File: config.mk
export PLATFORM = sky130hd
export DESIGN_NAME = iod_io_space
export DESIGN_NICKNAME = d
export VERILOG_FILES = /design/src/verilog/iod_pkg.sv /design/src/verilog/iod_io_space.sv /design/src/verilog/iod_decode.sv /design/src/verilog/iod_reg.sv
export SDC_FILE = /design/constraint.sdc
export NUM_CORES = 1
export LEC_CHECK = 0
export ABC_AREA = 1
export BUFFER_PORTS_ARGS = -buffer_cell sky130_fd_sc_hd__buf_2
export CAP_MARGIN = 15
export CELL_PAD_IN_SITES_DETAIL_PLACEMENT = 0
export CELL_PAD_IN_SITES_GLOBAL_PLACEMENT = 1
export CORE_UTILIZATION = 35
export DETAILED_ROUTE_END_ITERATION = 6
export PLACE_DENSITY_LB_ADDON = 0.08
export SYNTH_ARGS = -nofsm -noshare
export SYNTH_HDL_FRONTEND = slang
export SYNTH_SLANG_ARGS = --single-unit
File: constraint.sdc
create_clock -name clk_i -period 3.8 [get_ports clk_i]
set_input_delay 0.19 -clock clk_i [delete_from_list [all_inputs] [get_ports clk_i]]
set_output_delay 0.19 -clock clk_i [all_outputs]
set_load 0.02 [all_outputs]
File: src/verilog/iod_pkg.sv
// iod_pkg: shared constants and types for the I/O space decoder.
// assumes: included before every module of the decoder.
`default_nettype none
package iod_pkg;
	typedef logic [7:0] iod_byte_t;

	// ----------------------------------------
	// address space
	// ----------------------------------------
	localparam int IOD_NREG = 19;
	localparam logic [7:0] IOD_DS_OFFSET = 8'h20;
	localparam logic [5:0] IOD_IO_LAST = 6'h3F;
	localparam logic [4:0] IOD_BIT_LAST = 5'h1F;
	localparam logic [7:0] IOD_EXT_FIRST = 8'h60;
	localparam logic [7:0] IOD_EXT_LAST = 8'hFF;
	localparam logic [7:0] IOD_ZERO = 8'h00;
	localparam logic [7:0] IOD_ONES = 8'hFF;
	localparam logic [7:0] IOD_BIT0 = 8'h01;

	// ----------------------------------------
	// field positions
	// ----------------------------------------
	localparam int IOD_RCAUSE_W = 4;
	localparam logic [2:0] IOD_WDOG_FLAG_BIT = 3'h7;
	localparam logic [2:0] IOD_SPM_BUSY_BIT = 3'h6;

	typedef enum logic [2:0] {
		IOD_OP_NONE,
		IOD_OP_READ,
		IOD_OP_WRITE,
		IOD_OP_BSET,
		IOD_OP_BCLR,
		IOD_OP_BTEST
	} iod_op_e;

	typedef enum int {
		R_SLEEP, R_RCAUSE, R_CORE, R_SPM, R_SPL, R_SPH, R_PROCESSOR_STATUS, R_WDOG, R_CLKPS, R_PWR,
		R_OSC, R_PCIE, R_EXTSNS, R_PCM0, R_PCM1, R_PCM2, R_TM0, R_TM1, R_TM2
	} iod_reg_e;

	// ----------------------------------------
	// register table, indexed by iod_reg_e
	// ----------------------------------------
	localparam iod_byte_t IOD_REG_OFF [IOD_NREG] = '{8'h53, 8'h54, 8'h55, 8'h57, 8'h5D,
		8'h5E, 8'h5F, 8'h60, 8'h61, 8'h64, 8'h66, 8'h68, 8'h69, 8'h6B, 8'h6C, 8'h6D,
		8'h6E, 8'h6F, 8'h70};
	localparam iod_byte_t IOD_WR_MASK [IOD_NREG] = '{8'h0F, 8'h0F, 8'h73, 8'hBF, 8'hFF,
		8'h07, 8'hFF, 8'h7F, 8'h8F, 8'hEF, 8'hFF, 8'h07, 8'h0F, 8'hFF, 8'h7F, 8'hFF,
		8'h07, 8'h27, 8'h07};
	localparam iod_byte_t IOD_W1C_MASK [IOD_NREG] = '{8'h00, 8'h00, 8'h00, 8'h00, 8'h00,
		8'h00, 8'h00, 8'h80, 8'h00, 8'h00, 8'h00, 8'h00, 8'h00, 8'h00, 8'h00, 8'h00,
		8'h00, 8'h00, 8'h00};
	localparam iod_byte_t IOD_RO_MASK [IOD_NREG] = '{8'h00, 8'h00, 8'h00, 8'h40, 8'h00,
		8'h00, 8'h00, 8'h00, 8'h00, 8'h00, 8'h00, 8'h00, 8'h00, 8'h00, 8'h00, 8'h00,
		8'h00, 8'h00, 8'h00};
	localparam iod_byte_t IOD_RST_VAL [IOD_NREG] = '{8'h00, 8'h00, 8'h00, 8'h00, 8'h00,
		8'h00, 8'h00, 8'h00, 8'h00, 8'h00, 8'h00, 8'h00, 8'h00, 8'h00, 8'h00, 8'h00,
		8'h00, 8'h00, 8'h00};
endpackage : iod_pkg
`default_nettype wire

File: src/verilog/iod_io_space.sv
// iod_io_space: I/O space decoder and register bank seen by the processor core.
// assumes: one core access per cycle; peripherals outside answer on the ext port
// in the same cycle, and raise ext_hit_i for addresses they own.
//
// Summary of operation
// - bit set and bit clear reach any I/O register at I/O address 0x00..0x1F.
// - skip-on-bit tests read one selected bit of a low-range I/O register.
// - some status flags clear on writing one; writing zero leaves them.
// - bit set or clear writes only the addressed bit, leaving other flags alone.
// - I/O-specific in and out address the 64 locations 0x00..0x3F.
// - load and store reach each I/O register at its I/O address plus 0x20.
// - extended registers 0x60..0xFF are reachable only by load and store.
`timescale 1ns/10ps
`default_nettype none
module iod_io_space
	import iod_pkg::*;
(
	input wire logic clk_i,
	input wire logic rst_i,
	// io path
	input wire logic io_re_i,
	input wire logic io_we_i,
	input wire logic [5:0] io_addr_i,
	// data-space path
	input wire logic ds_re_i,
	input wire logic ds_we_i,
	input wire logic [7:0] ds_addr_i,
	input wire logic [7:0] wdata_i,
	// bit path
	input wire logic bit_set_instr_i,
	input wire logic bit_clear_instr_i,
	input wire logic skip_if_bit_set_instr_i,
	input wire logic skip_if_bit_clear_instr_i,
	input wire logic [4:0] bit_addr_i,
	input wire logic [2:0] bit_sel_i,
	// answers to the core
	output logic [7:0] rdata_o,
	output logic rvalid_o,
	output logic skip_o,
	output logic skip_valid_o,
	// peripherals outside the bank
	output logic [7:0] ext_addr_o,
	output logic ext_re_o,
	output logic ext_we_o,
	output logic [7:0] ext_wdata_o,
	output logic [7:0] ext_wmask_o,
	input wire logic ext_hit_i,
	input wire logic [7:0] ext_rdata_i,
	// hardware events into the bank
	input wire logic [3:0] reset_cause_set_i,
	input wire logic wdog_flag_set_i,
	input wire logic spm_busy_i,
	// register contents to the rest of the chip
	output logic [7:0] sleep_mode_control_o,
	output logic [7:0] reset_cause_flags_o,
	output logic [7:0] core_control_o,
	output logic [7:0] self_program_control_o,
	output logic [7:0] stack_pointer_low_o,
	output logic [7:0] stack_pointer_high_o,
	output logic [7:0] processor_status_o,
	output logic [7:0] watchdog_control_o,
	output logic [7:0] clock_prescale_o,
	output logic [7:0] power_reduction_o,
	output logic [7:0] oscillator_calibration_o,
	output logic [7:0] pin_change_irq_enable_o,
	output logic [7:0] ext_irq_sense_control_o,
	output logic [7:0] pin_change_mask_0_o,
	output logic [7:0] pin_change_mask_1_o,
	output logic [7:0] pin_change_mask_2_o,
	output logic [7:0] timer0_irq_mask_o,
	output logic [7:0] timer1_irq_mask_o,
	output logic [7:0] timer2_irq_mask_o
);
	// ----------------------------------------
	// decode
	// ----------------------------------------
	iod_op_e op;
	logic [7:0] acc_addr;
	logic [7:0] acc_wdata;
	logic [7:0] acc_wmask;
	logic [2:0] acc_bit;
	logic test_set;
	logic is_write;
	logic is_read;

	iod_decode u_decode (
		.io_re_i(io_re_i),
		.io_we_i(io_we_i),
		.io_addr_i(io_addr_i),
		.ds_re_i(ds_re_i),
		.ds_we_i(ds_we_i),
		.ds_addr_i(ds_addr_i),
		.wdata_i(wdata_i),
		.bit_set_instr_i(bit_set_instr_i),
		.bit_clear_instr_i(bit_clear_instr_i),
		.skip_if_bit_set_instr_i(skip_if_bit_set_instr_i),
		.skip_if_bit_clear_instr_i(skip_if_bit_clear_instr_i),
		.bit_addr_i(bit_addr_i),
		.bit_sel_i(bit_sel_i),
		.op_o(op),
		.addr_o(acc_addr),
		.wdata_o(acc_wdata),
		.wmask_o(acc_wmask),
		.bit_o(acc_bit),
		.test_set_o(test_set)
	);

	always_comb begin
		is_write = 1'b0;
		is_read = 1'b0;
		case (op)
			IOD_OP_WRITE,
			IOD_OP_BSET,
			IOD_OP_BCLR: begin
				is_write = 1'b1;
			end
			IOD_OP_READ,
			IOD_OP_BTEST: begin
				is_read = 1'b1;
			end
			default: begin
				is_write = 1'b0;
				is_read = 1'b0;
			end
		endcase
	end

	// ----------------------------------------
	// address match
	// ----------------------------------------
	logic [IOD_NREG-1:0] hit;
	logic local_hit;

	always_comb begin
		for (int i = 0; i < IOD_NREG; i++) begin
			hit[i] = (acc_addr == IOD_REG_OFF[i]);
		end
	end

	assign local_hit = |hit;

	// ----------------------------------------
	// hardware set and read-only inputs
	// ----------------------------------------
	iod_byte_t hw_set [IOD_NREG];
	iod_byte_t ro_val [IOD_NREG];

	always_comb begin
		for (int i = 0; i < IOD_NREG; i++) begin
			hw_set[i] = IOD_ZERO;
			ro_val[i] = IOD_ZERO;
		end
		hw_set[R_RCAUSE][IOD_RCAUSE_W-1:0] = reset_cause_set_i;
		hw_set[R_WDOG][IOD_WDOG_FLAG_BIT] = wdog_flag_set_i;
		ro_val[R_SPM][IOD_SPM_BUSY_BIT] = spm_busy_i;
	end

	// ----------------------------------------
	// register bank
	// ----------------------------------------
	iod_byte_t reg_q [IOD_NREG];

	generate
		for (genvar g = 0; g < IOD_NREG; g++) begin : g_reg
			iod_reg #(
				.WR_MASK(IOD_WR_MASK[g]),
				.W1C_MASK(IOD_W1C_MASK[g]),
				.RO_MASK(IOD_RO_MASK[g]),
				.RST_VAL(IOD_RST_VAL[g])
			) u_reg (
				.clk_i(clk_i),
				.rst_i(rst_i),
				.we_i(is_write && hit[g]),
				.wmask_i(acc_wmask),
				.wdata_i(acc_wdata),
				.hw_set_i(hw_set[g]),
				.ro_val_i(ro_val[g]),
				.q_o(reg_q[g])
			);
		end
	endgenerate

	// ----------------------------------------
	// peripherals outside the bank
	// ----------------------------------------
	// bit ops pass a one-hot mask so flags beside the target stay put
	assign ext_addr_o = acc_addr;
	assign ext_we_o = is_write && !local_hit;
	assign ext_re_o = is_read && !local_hit;
	assign ext_wdata_o = acc_wdata;
	assign ext_wmask_o = acc_wmask;

	// ----------------------------------------
	// read mux
	// ----------------------------------------
	logic [7:0] rd_mux;

	always_comb begin
		rd_mux = IOD_ZERO;
		for (int i = 0; i < IOD_NREG; i++) begin
			if (hit[i]) begin
				rd_mux = reg_q[i];
			end
		end
		if (!local_hit && ext_hit_i) begin
			rd_mux = ext_rdata_i;
		end
	end

	// ----------------------------------------
	// answers, one cycle after the access
	// ----------------------------------------
	logic [7:0] rdata_reg;
	logic rvalid_reg;
	logic skip_reg;
	logic skip_valid_reg;

	always_ff @(posedge clk_i or posedge rst_i) begin
		if (rst_i) begin
			rdata_reg <= IOD_ZERO;
			rvalid_reg <= 1'b0;
		end else begin
			rvalid_reg <= (op == IOD_OP_READ);
			if (op == IOD_OP_READ) begin
				rdata_reg <= rd_mux;
			end
		end
	end

	always_ff @(posedge clk_i or posedge rst_i) begin
		if (rst_i) begin
			skip_reg <= 1'b0;
			skip_valid_reg <= 1'b0;
		end else begin
			skip_valid_reg <= (op == IOD_OP_BTEST);
			if (op == IOD_OP_BTEST) begin
				skip_reg <= (rd_mux[acc_bit] == test_set);
			end
		end
	end

	assign rdata_o = rdata_reg;
	assign rvalid_o = rvalid_reg;
	assign skip_o = skip_reg;
	assign skip_valid_o = skip_valid_reg;

	// ----------------------------------------
	// register contents out
	// ----------------------------------------
	assign sleep_mode_control_o = reg_q[R_SLEEP];
	assign reset_cause_flags_o = reg_q[R_RCAUSE];
	assign core_control_o = reg_q[R_CORE];
	assign self_program_control_o = reg_q[R_SPM];
	assign stack_pointer_low_o = reg_q[R_SPL];
	assign stack_pointer_high_o = reg_q[R_SPH];
	assign processor_status_o = reg_q[R_PROCESSOR_STATUS];
	assign watchdog_control_o = reg_q[R_WDOG];
	assign clock_prescale_o = reg_q[R_CLKPS];
	assign power_reduction_o = reg_q[R_PWR];
	assign oscillator_calibration_o = reg_q[R_OSC];
	assign pin_change_irq_enable_o = reg_q[R_PCIE];
	assign ext_irq_sense_control_o = reg_q[R_EXTSNS];
	assign pin_change_mask_0_o = reg_q[R_PCM0];
	assign pin_change_mask_1_o = reg_q[R_PCM1];
	assign pin_change_mask_2_o = reg_q[R_PCM2];
	assign timer0_irq_mask_o = reg_q[R_TM0];
	assign timer1_irq_mask_o = reg_q[R_TM1];
	assign timer2_irq_mask_o = reg_q[R_TM2];
endmodule : iod_io_space
`default_nettype wire

File: src/verilog/iod_decode.sv
// iod_decode: turns the three core access paths into one data-space access.
// assumes: at most one path requests per cycle; io path wins, then data, then bit.
`timescale 1ns/10ps
`default_nettype none
module iod_decode
	import iod_pkg::*;
(
	input wire logic io_re_i,
	input wire logic io_we_i,
	input wire logic [5:0] io_addr_i,
	input wire logic ds_re_i,
	input wire logic ds_we_i,
	input wire logic [7:0] ds_addr_i,
	input wire logic [7:0] wdata_i,
	input wire logic bit_set_instr_i,
	input wire logic bit_clear_instr_i,
	input wire logic skip_if_bit_set_instr_i,
	input wire logic skip_if_bit_clear_instr_i,
	input wire logic [4:0] bit_addr_i,
	input wire logic [2:0] bit_sel_i,
	output iod_op_e op_o,
	output logic [7:0] addr_o,
	output logic [7:0] wdata_o,
	output logic [7:0] wmask_o,
	output logic [2:0] bit_o,
	output logic test_set_o
);
	always_comb begin
		op_o = IOD_OP_NONE;
		addr_o = IOD_ZERO;
		wdata_o = wdata_i;
		wmask_o = IOD_ZERO;
		bit_o = bit_sel_i;
		test_set_o = skip_if_bit_set_instr_i;
		if (io_re_i || io_we_i) begin
			// 6-bit address covers 0x00..0x3F only, so 0x60 and up is out of reach
			addr_o = {2'b00, io_addr_i} + IOD_DS_OFFSET;
			op_o = io_we_i ? IOD_OP_WRITE : IOD_OP_READ;
			wmask_o = io_we_i ? IOD_ONES : IOD_ZERO;
		end else if (ds_re_i || ds_we_i) begin
			// below the offset lies the working register file, not I/O
			if (ds_addr_i >= IOD_DS_OFFSET) begin
				addr_o = ds_addr_i;
				op_o = ds_we_i ? IOD_OP_WRITE : IOD_OP_READ;
				wmask_o = ds_we_i ? IOD_ONES : IOD_ZERO;
			end
		end else if (bit_set_instr_i || bit_clear_instr_i) begin
			addr_o = {3'b000, bit_addr_i} + IOD_DS_OFFSET;
			op_o = bit_set_instr_i ? IOD_OP_BSET : IOD_OP_BCLR;
			wmask_o = IOD_BIT0 << bit_sel_i;
			wdata_o = bit_set_instr_i ? IOD_ONES : IOD_ZERO;
		end else if (skip_if_bit_set_instr_i || skip_if_bit_clear_instr_i) begin
			addr_o = {3'b000, bit_addr_i} + IOD_DS_OFFSET;
			op_o = IOD_OP_BTEST;
		end
	end
endmodule : iod_decode
`default_nettype wire

File: src/verilog/iod_reg.sv
// iod_reg: one 8-bit I/O register with write mask, one-to-clear and set bits.
// assumes: write strobe and bit mask come from the decoder on the same clock.
`timescale 1ns/10ps
`default_nettype none
module iod_reg
	import iod_pkg::*;
#(
	parameter logic [7:0] WR_MASK = 8'hFF,
	parameter logic [7:0] W1C_MASK = 8'h00,
	parameter logic [7:0] RO_MASK = 8'h00,
	parameter logic [7:0] RST_VAL = 8'h00
) (
	input wire logic clk_i,
	input wire logic rst_i,
	input wire logic we_i,
	input wire logic [7:0] wmask_i,
	input wire logic [7:0] wdata_i,
	input wire logic [7:0] hw_set_i,
	input wire logic [7:0] ro_val_i,
	output logic [7:0] q_o
);
	logic [7:0] val_reg;
	logic [7:0] val_next;

	always_comb begin
		val_next = val_reg;
		if (we_i) begin
			val_next = (val_reg & ~(wmask_i & WR_MASK)) | (wdata_i & wmask_i & WR_MASK);
			val_next = val_next & ~(wdata_i & wmask_i & W1C_MASK);
		end
		// a flag raised in the clearing cycle survives
		val_next = val_next | (hw_set_i & ~RO_MASK);
	end

	always_ff @(posedge clk_i or posedge rst_i) begin
		if (rst_i) begin
			val_reg <= RST_VAL;
		end else begin
			val_reg <= val_next;
		end
	end

	assign q_o = (val_reg & ~RO_MASK) | (ro_val_i & RO_MASK);
endmodule : iod_reg
`default_nettype wire

==> results of run 1 <==
[final cells by class]
class                   count  area, um^2
flip-flops and latches    118        2950
clock inverters             8         146
clock buffers              23         478
inverters                 120         453
repair buffers            228        1240
fillers                  2015       10100
multi-input cells         651        3170
well taps                 260         325
[stage by stage]
step	util, %	area [um^2]	setup WS, ns	cells	hold slack (ns)
2_1_floorplan	-	6990	0.481	951	0.282
3_3_place_gp	42.8	8090	0.478	1371	0.373
3_5_place_dp	42.8	8090	0.532	1371	0.376
4_1_cts	46.4	8770	0.958	1408	0.0716
5_1_grt	46.4	8770	0.564	1408	0.123
6_report	46.4	8770	0.894	1408	0.0856
[cell usage after synthesis (2+ instances only)]
library cell,number,share of area [%]
inv_2,17,0.93
nand3_2,5,0.73
nor2_1,54,3.0
inv_1,98,5.4
a221oi_1,3,0.38
nand2_1,254,14
or2_2,2,0.18
clkinv_1,5,0.27
a211oi_1,3,0.33
nor2_4,5,0.82
clkbuf_1,13,0.71
a22oi_1,2,0.22
a21oi_1,29,2.1
o21ai_0,89,6.5
nor2_2,16,1.5
o22ai_1,3,0.27
or2_1,2,0.18
o21ai_1,5,0.37
or2_0,5,0.46
nor3_2,2,0.29
nor3_1,8,0.59
nand2_2,9,0.82
o21a_1,30,3.3
buf_4,46,5.1
o31ai_1,7,0.77
dfrtp_1,118,43
nand2_4,2,0.33
o2111ai_1,2,0.26
nand4_1,11,1.0
nand3_4,2,0.51
nand3_1,46,3.4
o211ai_1,2,0.22
[critical path, cell delays in order]
cell and delay (ns):
buf_2 0.11, nor2_2 0.26, nor2_2 0.11, nand3_1 0.11, nand3_2 0.21, nand2_2 0.20, nor2_1 0.08, nand2_1 0.24
inv_1 0.16, nand2_1 0.10, o2111ai_1 0.14, a21oi_1 0.25, nand3_1 0.18, o22ai_1 0.16, nand2_1 0.10, nand2_1 0.09
nand2_1 0.09, a21oi_1 0.14, a21oi_1 0.07, nand2_1 0.07, nand2_1 0.04, nand3_1 0.06, nand2_1 0.05
[power by group]
part	switching [mW]	internal [mW]	leakage [nW]
logic	0.728	0.328	2.84
clock network	0.599	1.15	0.303
registers	0.164	1.45	1.41
[worst paths after layout]
path / start / end / depth (start not counted)
worst min register to register: rdata_o[6] / rdata_o[6] / 1
worst min-delay path: skip_if_bit_set_instr_i / skip_o / 4
max in group asynchronous: rst_i / async pin / 4
worst max-delay path: ds_we_i / skip_o / 23
min in group asynchronous: rst_i / async pin / 3
worst max register to register: flop / skip_o / 20
[routing by layer]
metal | vias to the layer above | GRT usage (%) | part of all wire, %
li1 | 3299 | - | -
met1 | 3208 | 35.6 | 48
met2 | 245 | 40.7 | 45
met3 | 26 | 4.18 | 5.4
met4 | 0 | 7.53 | 1.6
met5 | - | 0 | 0
[placed cells by master (no fill, tap or decap), drive strengths merged, types with 4 or more instances in the layout]
cell / instances
a21oi: 30
clkinv: 8
clkbuf: 23
nand2: 265
bufinv: 4
o21a: 30
nand4: 12
inv: 115
or2: 9
dlygate4sd3: 6
nand3: 53
nor2: 75
nor3: 11
dfrtp: 118
o21ai: 94
buf: 222
conb: 44
o31ai: 7
[cell families (layout without fill, tap and decap cells)]
kind of cell	count (synthesis)	in the layout	synth area share [%]
AOI/OAI and AO/OA	178	178	15.2
and+or+nand+nor	428	428	28.6
DFF	118	118	43.2
other	1	44	0.0549
muxes	1	1	0.165
buffers and inverters	182	379	12.7
[repair_timing]
action,4_1_cts,5_1_grt
hold buffers,6,0
setup endpoints to repair,0,0
endpoints found under the hold margin,68,0
==> impl_metrics.py, run 1 <==
metrics = {
    "run_status": {
        "status": "finished, final reports clean",
    },
    "power": {
        "totalPowerFinal_mw": 4.42,
        "ir_drop_mv": 0.336,
        "power_leakage_nw": 4.55,
        "power_density_mw_per_mm2": 504,
    },
    "timing": {
        "rsz0062_at_grt": "no",
        "tightest_slew_ns": 0.854,
        "clock_skew_ns": 0.00513,
        "maxSlewHeadroom_pct": 43.0,
        "tns_ns": 0,
        "period_minus_slack_ns": 2.91,
        "final_min_period_over_clock_period_pct": 76.5,
        "hold_viol": 0,
        "setup_viol": 0,
        "fmax_ghz": 0.344,
        "slew_violations": 0,
    },
    "clock_tree": {
        "htree_num_levels": 4,
        "clock-root-buffer": "clkbuf_16",
        "clk_path_buf_depth": 2,
        "post-cts-setup-buffers": 0,
        "cts_resized": 0,
        "path_clk_slew_ns": 0.05,
        "cts_tree": "done",
        "cts_sinks": 118,
        "numCtsBuffers": 17,
        "clock_latency_ns": 0.42,
    },
    "yosys": {
        "syn_area_mm2": 0.00683,
        "yosysSeqAreaShare_pct": 43.2,
        "yosys_warnings": 0,
        "synthCells": 908,
        "yosysUniqueCellTypes": 45,
        "syn_avg_cell_area_um2": 7.52,
        "synthArstFlopShare_pct": 100,
        "ys_ff_latch": 118,
        "synthFlopType": "dfrtp_1",
        "synth-edff-count": 0,
    },
    "grt": {
        "grtUsageTotal_pct": 25.5,
        "grt_max_degree": 65,
        "grt_pass1_vias": 6395,
        "antenna_found_initial": 0,
        "grt_pass1_wl_mm": 37.6,
        "globalRouteOverflowTotal": 0,
    },
    "worst_setup_path": {
        "worst-path-max-fanout": 7,
        "path_class": "in -> reg",
        "end_kind": "flop",
        "cp-start-kind": "input pin",
        "crit_arrival_ns": 3.21,
        "ff2ff_setup_slack_ns": 1.53,
        "critPathRequiredTime_ns": 4.10,
    },
    "place": {
        "place_congestion": 0.873,
        "hpwl_mm": 19.2,
        "port-buffer-count": 199,
    },
    "layout": {
        "diodes": 0,
        "drive_above_1_share_pct": 27.5,
        "nNetsFinal": 1191,
        "area_growth_pct": 28.4,
    },
    "drt": {
        "vias": 6778,
        "ant_nets": 0,
        "drtPass1Iterations": 5,
        "drt-initial-drc-count": 497,
        "avgViaCountPerCell": 4.81,
        "routed_wl_mm": 25.1,
        "drc": 0,
        "wire_per_inst_um": 17.8,
    },
    "die": {
        "start_util_pct": 36.1,
        "die_w_um": 142,
        "die_h_um": 142,
        "core_mm2": 0.0189,
        "die_area_mm2": 0.0201,
        "num_rows": 50,
        "num_io_pins": 244,
    },
    "hold_path": {
        "hold_path_class": "in -> reg",
    },
    "run": {
        "max_cap_viol_count": 0,
    },
}
No activity file was read; power rests on OpenSTA's default activity.
==> run 2: changes to the inputs <==
clock period = 2.69 ns   (was 3.8 ns; I/O delays follow)
==> run 2 against run 1 <==
Compared with the run above: die area unchanged; worst setup slack worse by 0.66 ns; combinational power increased by 53%; sequential cell count stayed put; worst hold slack got worse by 0.021 ns; sequential share of layout area decreased by 3.1 points; critical path depth rose by 2; final area grew 10%; clock power up 34%; clock-buffer cell count down 6; total power increased by 41%; highest routed layer unchanged.
==> impl_metrics.py, run 2 (synthesis gave the netlist of run 1 again) <==
metrics = {
    "layout": {
        "mostFrequentLayoutCells": "249 x nand2_1, 199 x buf_2, 124 x buf_4",
        "layout_commonest_cell": "nand2_1",
        "fin_util_pct": 51.1,
        "area_growth_pct": 41.4,
        "final_area_mm2": 0.00966,
        "nNetsFinal": 1297,
        "diodes": 0,
        "nFillCells": 1930,
        "fin_cells": 1515,
        "drive_above_1_share_pct": 35.5,
    },
    "hold_path": {
        "hold_path_class": "in -> reg",
        "whs_endpoint": "rdata_o[6]",
        "holdPathStages": 4,
        "worstHoldStart": "ext_rdata_i[6]",
    },
    "clock_tree": {
        "path_clk_slew_ns": 0.06,
        "numCtsBuffers": 17,
        "cts_tree": "done",
        "clock_latency_ns": 0.43,
        "clk_path_buf_depth": 2,
        "clock-root-buffer": "clkbuf_16",
        "htree_num_levels": 4,
        "cts_sinks": 118,
    },
    "grt": {
        "grt_pass1_wl_mm": 39.3,
        "globalRouteOverflowTotal": 0,
        "grtUsageTotal_pct": 26.5,
        "grt_pass1_vias": 6738,
        "antenna_found_initial": 0,
        "grt_max_degree": 119,
    },
    "worst_setup_path": {
        "reg2regPathDepth": 20,
        "r2r-end": "skip_o",
        "critPathRequiredTime_ns": 3.01,
        "cp-start-kind": "input pin",
        "crit_arrival_ns": 2.78,
        "worst-path-max-fanout": 5,
        "end_kind": "flop",
        "ff2ff_setup_slack_ns": 0.41,
        "path_class": "in -> reg",
    },
    "die": {
        "start_util_pct": 36.1,
        "num_rows": 50,
        "num_io_pins": 244,
        "die_area_mm2": 0.0201,
        "die_h_um": 142,
        "die_w_um": 142,
        "core_mm2": 0.0189,
    },
    "timing": {
        "tightest_slew_ns": 0.704,
        "clock_skew_ns": 0.00680,
        "hold_viol": 0,
        "whs_ns": 0.0650,
        "setup_viol": 0,
        "slew_violations": 0,
        "fin_ws_ns": 0.230,
        "maxSlewHeadroom_pct": 53.1,
        "fmax_ghz": 0.407,
        "final_min_period_over_clock_period_pct": 91.4,
        "tns_ns": 0,
        "period_minus_slack_ns": 2.46,
    },
    "place": {
        "dp_slack_ns": -0.340,
        "hpwl_mm": 20.0,
        "post_dp_cell_area_mm2": 0.00883,
        "place_congestion": 0.866,
        "dp.cells": 1467,
        "port-buffer-count": 199,
    },
    "drt": {
        "avgViaCountPerCell": 4.71,
        "routed_wl_mm": 26.1,
        "drc": 0,
        "drt-initial-drc-count": 498,
        "drtPass1Iterations": 5,
        "vias": 7133,
        "ant_nets": 0,
        "wire_per_inst_um": 17.2,
    },
    "power": {
        "power_density_mw_per_mm2": 645,
        "ir_drop_mv": 0.446,
        "power_leakage_nw": 5.08,
        "totalPowerFinal_mw": 6.23,
    },
    "run_status": {
        "status": "finished, final reports clean",
    },
    "run": {
        "max_cap_viol_count": 0,
    },
}
run 2: cell types whose count changed in the layout (fill, tap and decap cells not counted), sizes merged:
cell,before,now
inv,115,120
buf,222,327
bufinv,4,2
clkinv,8,11
clkinvlp,1,2
clkbuf,23,17
nand3,53,54
run 2: layout make-up:
type                       instances  area, um^2  area share (%)
inverter                         120         454            4.70
timing repair buffer             333        2060            21.3
sequential                       118        2950            30.6
tap                              260         325            3.37
clock buffer                      17         425            4.41
clock inverter                    15         168            1.74
multi-input combinational        652        3270            33.9
run 2: worst max path at each step:
stage / startpoint / to / slack [ns] / cells past startpoint
after floorplan: io_re_i / skip_o / 0.29 / 25
after global placement: io_we_i / skip_o / -0.36 / 24
after detailed placement: ds_we_i / skip_o / -0.34 / 24
after CTS: ds_we_i / skip_o / 0.1 / 24
after global routing: ds_re_i / skip_o / -0.03 / 25
final: ds_re_i / skip_o / 0.23 / 25
run 2: layer usage:
layer	wire length (um)	vias to the layer above	track usage (%)	part of all wire, %
met5	0	-	0	0
met4	388	0	7.30	1.5
met3	1370	23	4.22	5.2
met2	11900	222	41.3	46
met1	12400	3370	37.9	48
li1	-	3518	-	-
run 2: power breakdown:
group	switching [mW]	leakage, nW	internal (mW)
registers	0.233	1.41	2.05
logic	1.07	3.38	0.552
clock network	0.945	0.291	1.38
run 2: what timing repair did:
| action | in CTS | in global routing |
|---|---|---|
| resized for setup | 0 | 28 |
| endpoints found under the setup margin | 0 | 3 |
| setup buffers | 0 | 9 |
| hold endpoints to repair | 123 | 0 |
| hold buffers | 6 | 0 |
run 2: critical path, stage by stage:
cell	delay [ns]
buf_2	0.13
inv_1	0.07
nand2_2	0.08
nor2_4	0.17
buf_6	0.12
nand2_1	0.07
nor2_2	0.12
nor2_1	0.06
nand2_2	0.13
nor2_2	0.07
nand2_2	0.15
buf_4	0.13
nand4_2	0.10
nor4_4	0.22
buf_4	0.19
nand3_4	0.11
or2_1	0.24
nand2_1	0.08
nand2_1	0.05
nand4_1	0.09
nand2_1	0.07
nand2_1	0.06
nand2_1	0.05
nand3_1	0.06
nand2_1	0.04
==> run 3: changes to the inputs <==
BUFFER_PORTS_ARGS = -buffer_cell sky130_fd_sc_hd__buf_4   (was -buffer_cell sky130_fd_sc_hd__buf_2)
==> run 3 against run 2 <==
Compared with the run above: final area is 8.0% higher; non-clock buffer count grew 9; largest power group is now sequential cells; total power up 2.5%; clock-buffer cell count is 2 higher; register-to-register slack improved by 0.05 ns; via count up 1.5%.
==> impl_metrics.py, run 3 (synthesis gave the netlist of run 1 again) <==
metrics = {
    "timing": {
        "fmax_ghz": 0.401,
        "final_min_period_over_clock_period_pct": 92.8,
        "clock_skew_ns": 0.00660,
        "maxSlewHeadroom_pct": 61.9,
        "slew_violations": 0,
        "fin_ws_ns": 0.194,
        "period_minus_slack_ns": 2.50,
        "tightest_slew_ns": 0.570,
        "tns_ns": 0,
        "hold_viol": 0,
        "setup_viol": 0,
    },
    "die": {
        "die_h_um": 142,
        "num_io_pins": 244,
        "die_area_mm2": 0.0201,
        "core_mm2": 0.0189,
        "num_rows": 50,
        "die_w_um": 142,
        "start_util_pct": 36.1,
    },
    "grt": {
        "grt_max_degree": 78,
        "globalRouteOverflowTotal": 0,
        "antenna_found_initial": 0,
        "grtUsageTotal_pct": 26.8,
        "grt_pass1_vias": 6842,
        "grt_pass1_wl_mm": 39.8,
    },
    "run": {
        "max_cap_viol_count": 0,
    },
    "power": {
        "ir_drop_mv": 0.573,
        "power_density_mw_per_mm2": 612,
        "power_leakage_nw": 5.32,
    },
    "worst_setup_path": {
        "crit_arrival_ns": 2.81,
        "critPathRequiredTime_ns": 3.00,
        "cpPeakStageDelay_ns": 0.17,
        "path_class": "in -> reg",
        "crit_path_frequent_cell": "nand2_1",
        "worst-path-max-fanout": 7,
        "end_kind": "flop",
        "cp-start-kind": "input pin",
        "critPathSlowestCell": "nor2_4",
    },
    "drt": {
        "vias": 7237,
        "drtPass1Iterations": 5,
        "routed_wl_mm": 26.8,
        "drc": 0,
        "ant_nets": 0,
        "drt-initial-drc-count": 373,
        "wire_per_inst_um": 17.6,
        "avgViaCountPerCell": 4.75,
    },
    "layout": {
        "nFillCells": 1888,
        "fin_util_pct": 55.2,
        "seqCellArea_mm2": 0.00295,
        "diodes": 0,
        "mostFrequentLayoutCells": "328 x buf_4, 241 x nand2_1, 118 x dfrtp_1",
        "nNetsFinal": 1306,
        "area_growth_pct": 52.8,
        "multiInputGateArea_mm2": 0.00346,
        "drive_above_1_share_pct": 37.7,
        "fin_cells": 1524,
        "layout_commonest_cell": "buf_4",
    },
    "clock_tree": {
        "clk_path_buf_depth": 2,
        "path_clk_slew_ns": 0.06,
        "htree_num_levels": 4,
        "clock-root-buffer": "clkbuf_16",
        "clock_latency_ns": 0.43,
        "cts_tree": "done",
        "cts_sinks": 118,
        "numCtsBuffers": 17,
    },
    "place": {
        "place_congestion": 0.872,
        "dp_slack_ns": -0.362,
        "hpwl_mm": 20.4,
        "port-buffer-count": 199,
        "dp.cells": 1469,
    },
    "hold_path": {
        "hold_path_class": "in -> reg",
    },
    "run_status": {
        "status": "finished, final reports clean",
    },
}
[run 3: changes by cell type in the layout (fill, tap and decap cells not counted), moves of 3 or more]
cell     before  now
buf_4       124  328
buf_2       199    0
nand2_1     249  241
nand3_1      44   37
nand3_4       2    7
nand2_2      13   17
nor2_4       10   14
inv_4         0    3
nor2_1       49   46
[run 3: what timing repair did]
item                                   CTS  global route
hold buffers                             6             0
resized for setup                        0            70
setup endpoints to repair                0             1
endpoints found under the hold margin   28             0
setup buffers                            0            16
[run 3: final timing paths]
kind,from,endpoint,slack [ns],cells after the start
setup / recovery,skip_if_bit_set_instr_i,skip_o,0.19,27
hold / removal,ext_rdata_i[6],rdata_o[6],0.05,4
setup reg to reg,flop,skip_o,0.46,20
hold reg to reg,rdata_o[4],rdata_o[4],0.49,1
max in group asynchronous,rst_i,async pin,1.55,4
min in group asynchronous,rst_i,async pin,0.32,3
[run 3: per-layer routing]
layer  part of all wire [%]  up-vias  routed length [um]  GRT usage, %
met3                    5.9       28                1580          5.53
met4                    1.3        0                 361          6.00
met5                      0        -                   0             0
met1                     46     3419               12400          37.3
li1                       -     3544                   -             -
met2                     47      246               12500          42.7
[run 3: final cells by class]
| cell class | count | share of cell area, % |
|---|---|---|
| Inverter | 120 | 4.43 |
| Multi-Input combinational cell | 652 | 33.1 |
| Tap cell | 260 | 3.12 |
| Sequential cell | 118 | 28.3 |
| Clock inverter | 13 | 1.07 |
| Clock buffer | 19 | 4.34 |
| Timing Repair Buffer | 342 | 25.6 |
[run 3: where the power goes]
| part | switching, mW | leakage [nW] | internal (mW) |
|---|---|---|---|
| Sequential | 0.248 | 1.41 | 2.05 |
| Clock | 0.965 | 0.271 | 1.25 |
| Combinational | 1.10 | 3.63 | 0.767 |
| Total | 2.31 | 5.32 | 4.07 |
[run 3: worst max-delay path: cells and delay by family]
family	cells	cell delay [ns]
and+or+nand+nor	20	1.92
buffers and inverters	5	0.55
AOI/OAI and AO/OA	2	0.21
[run 3: through the flow]
step,area (um^2),hold slack (ns),total power [mW]
floorplan,6990,0.227,3.22
global placement,9360,0.227,4.11
detailed placement,9360,0.224,4.12
CTS,9980,0.0511,6.35
global route,10400,0.0881,6.66
finish,10400,0.0540,6.39
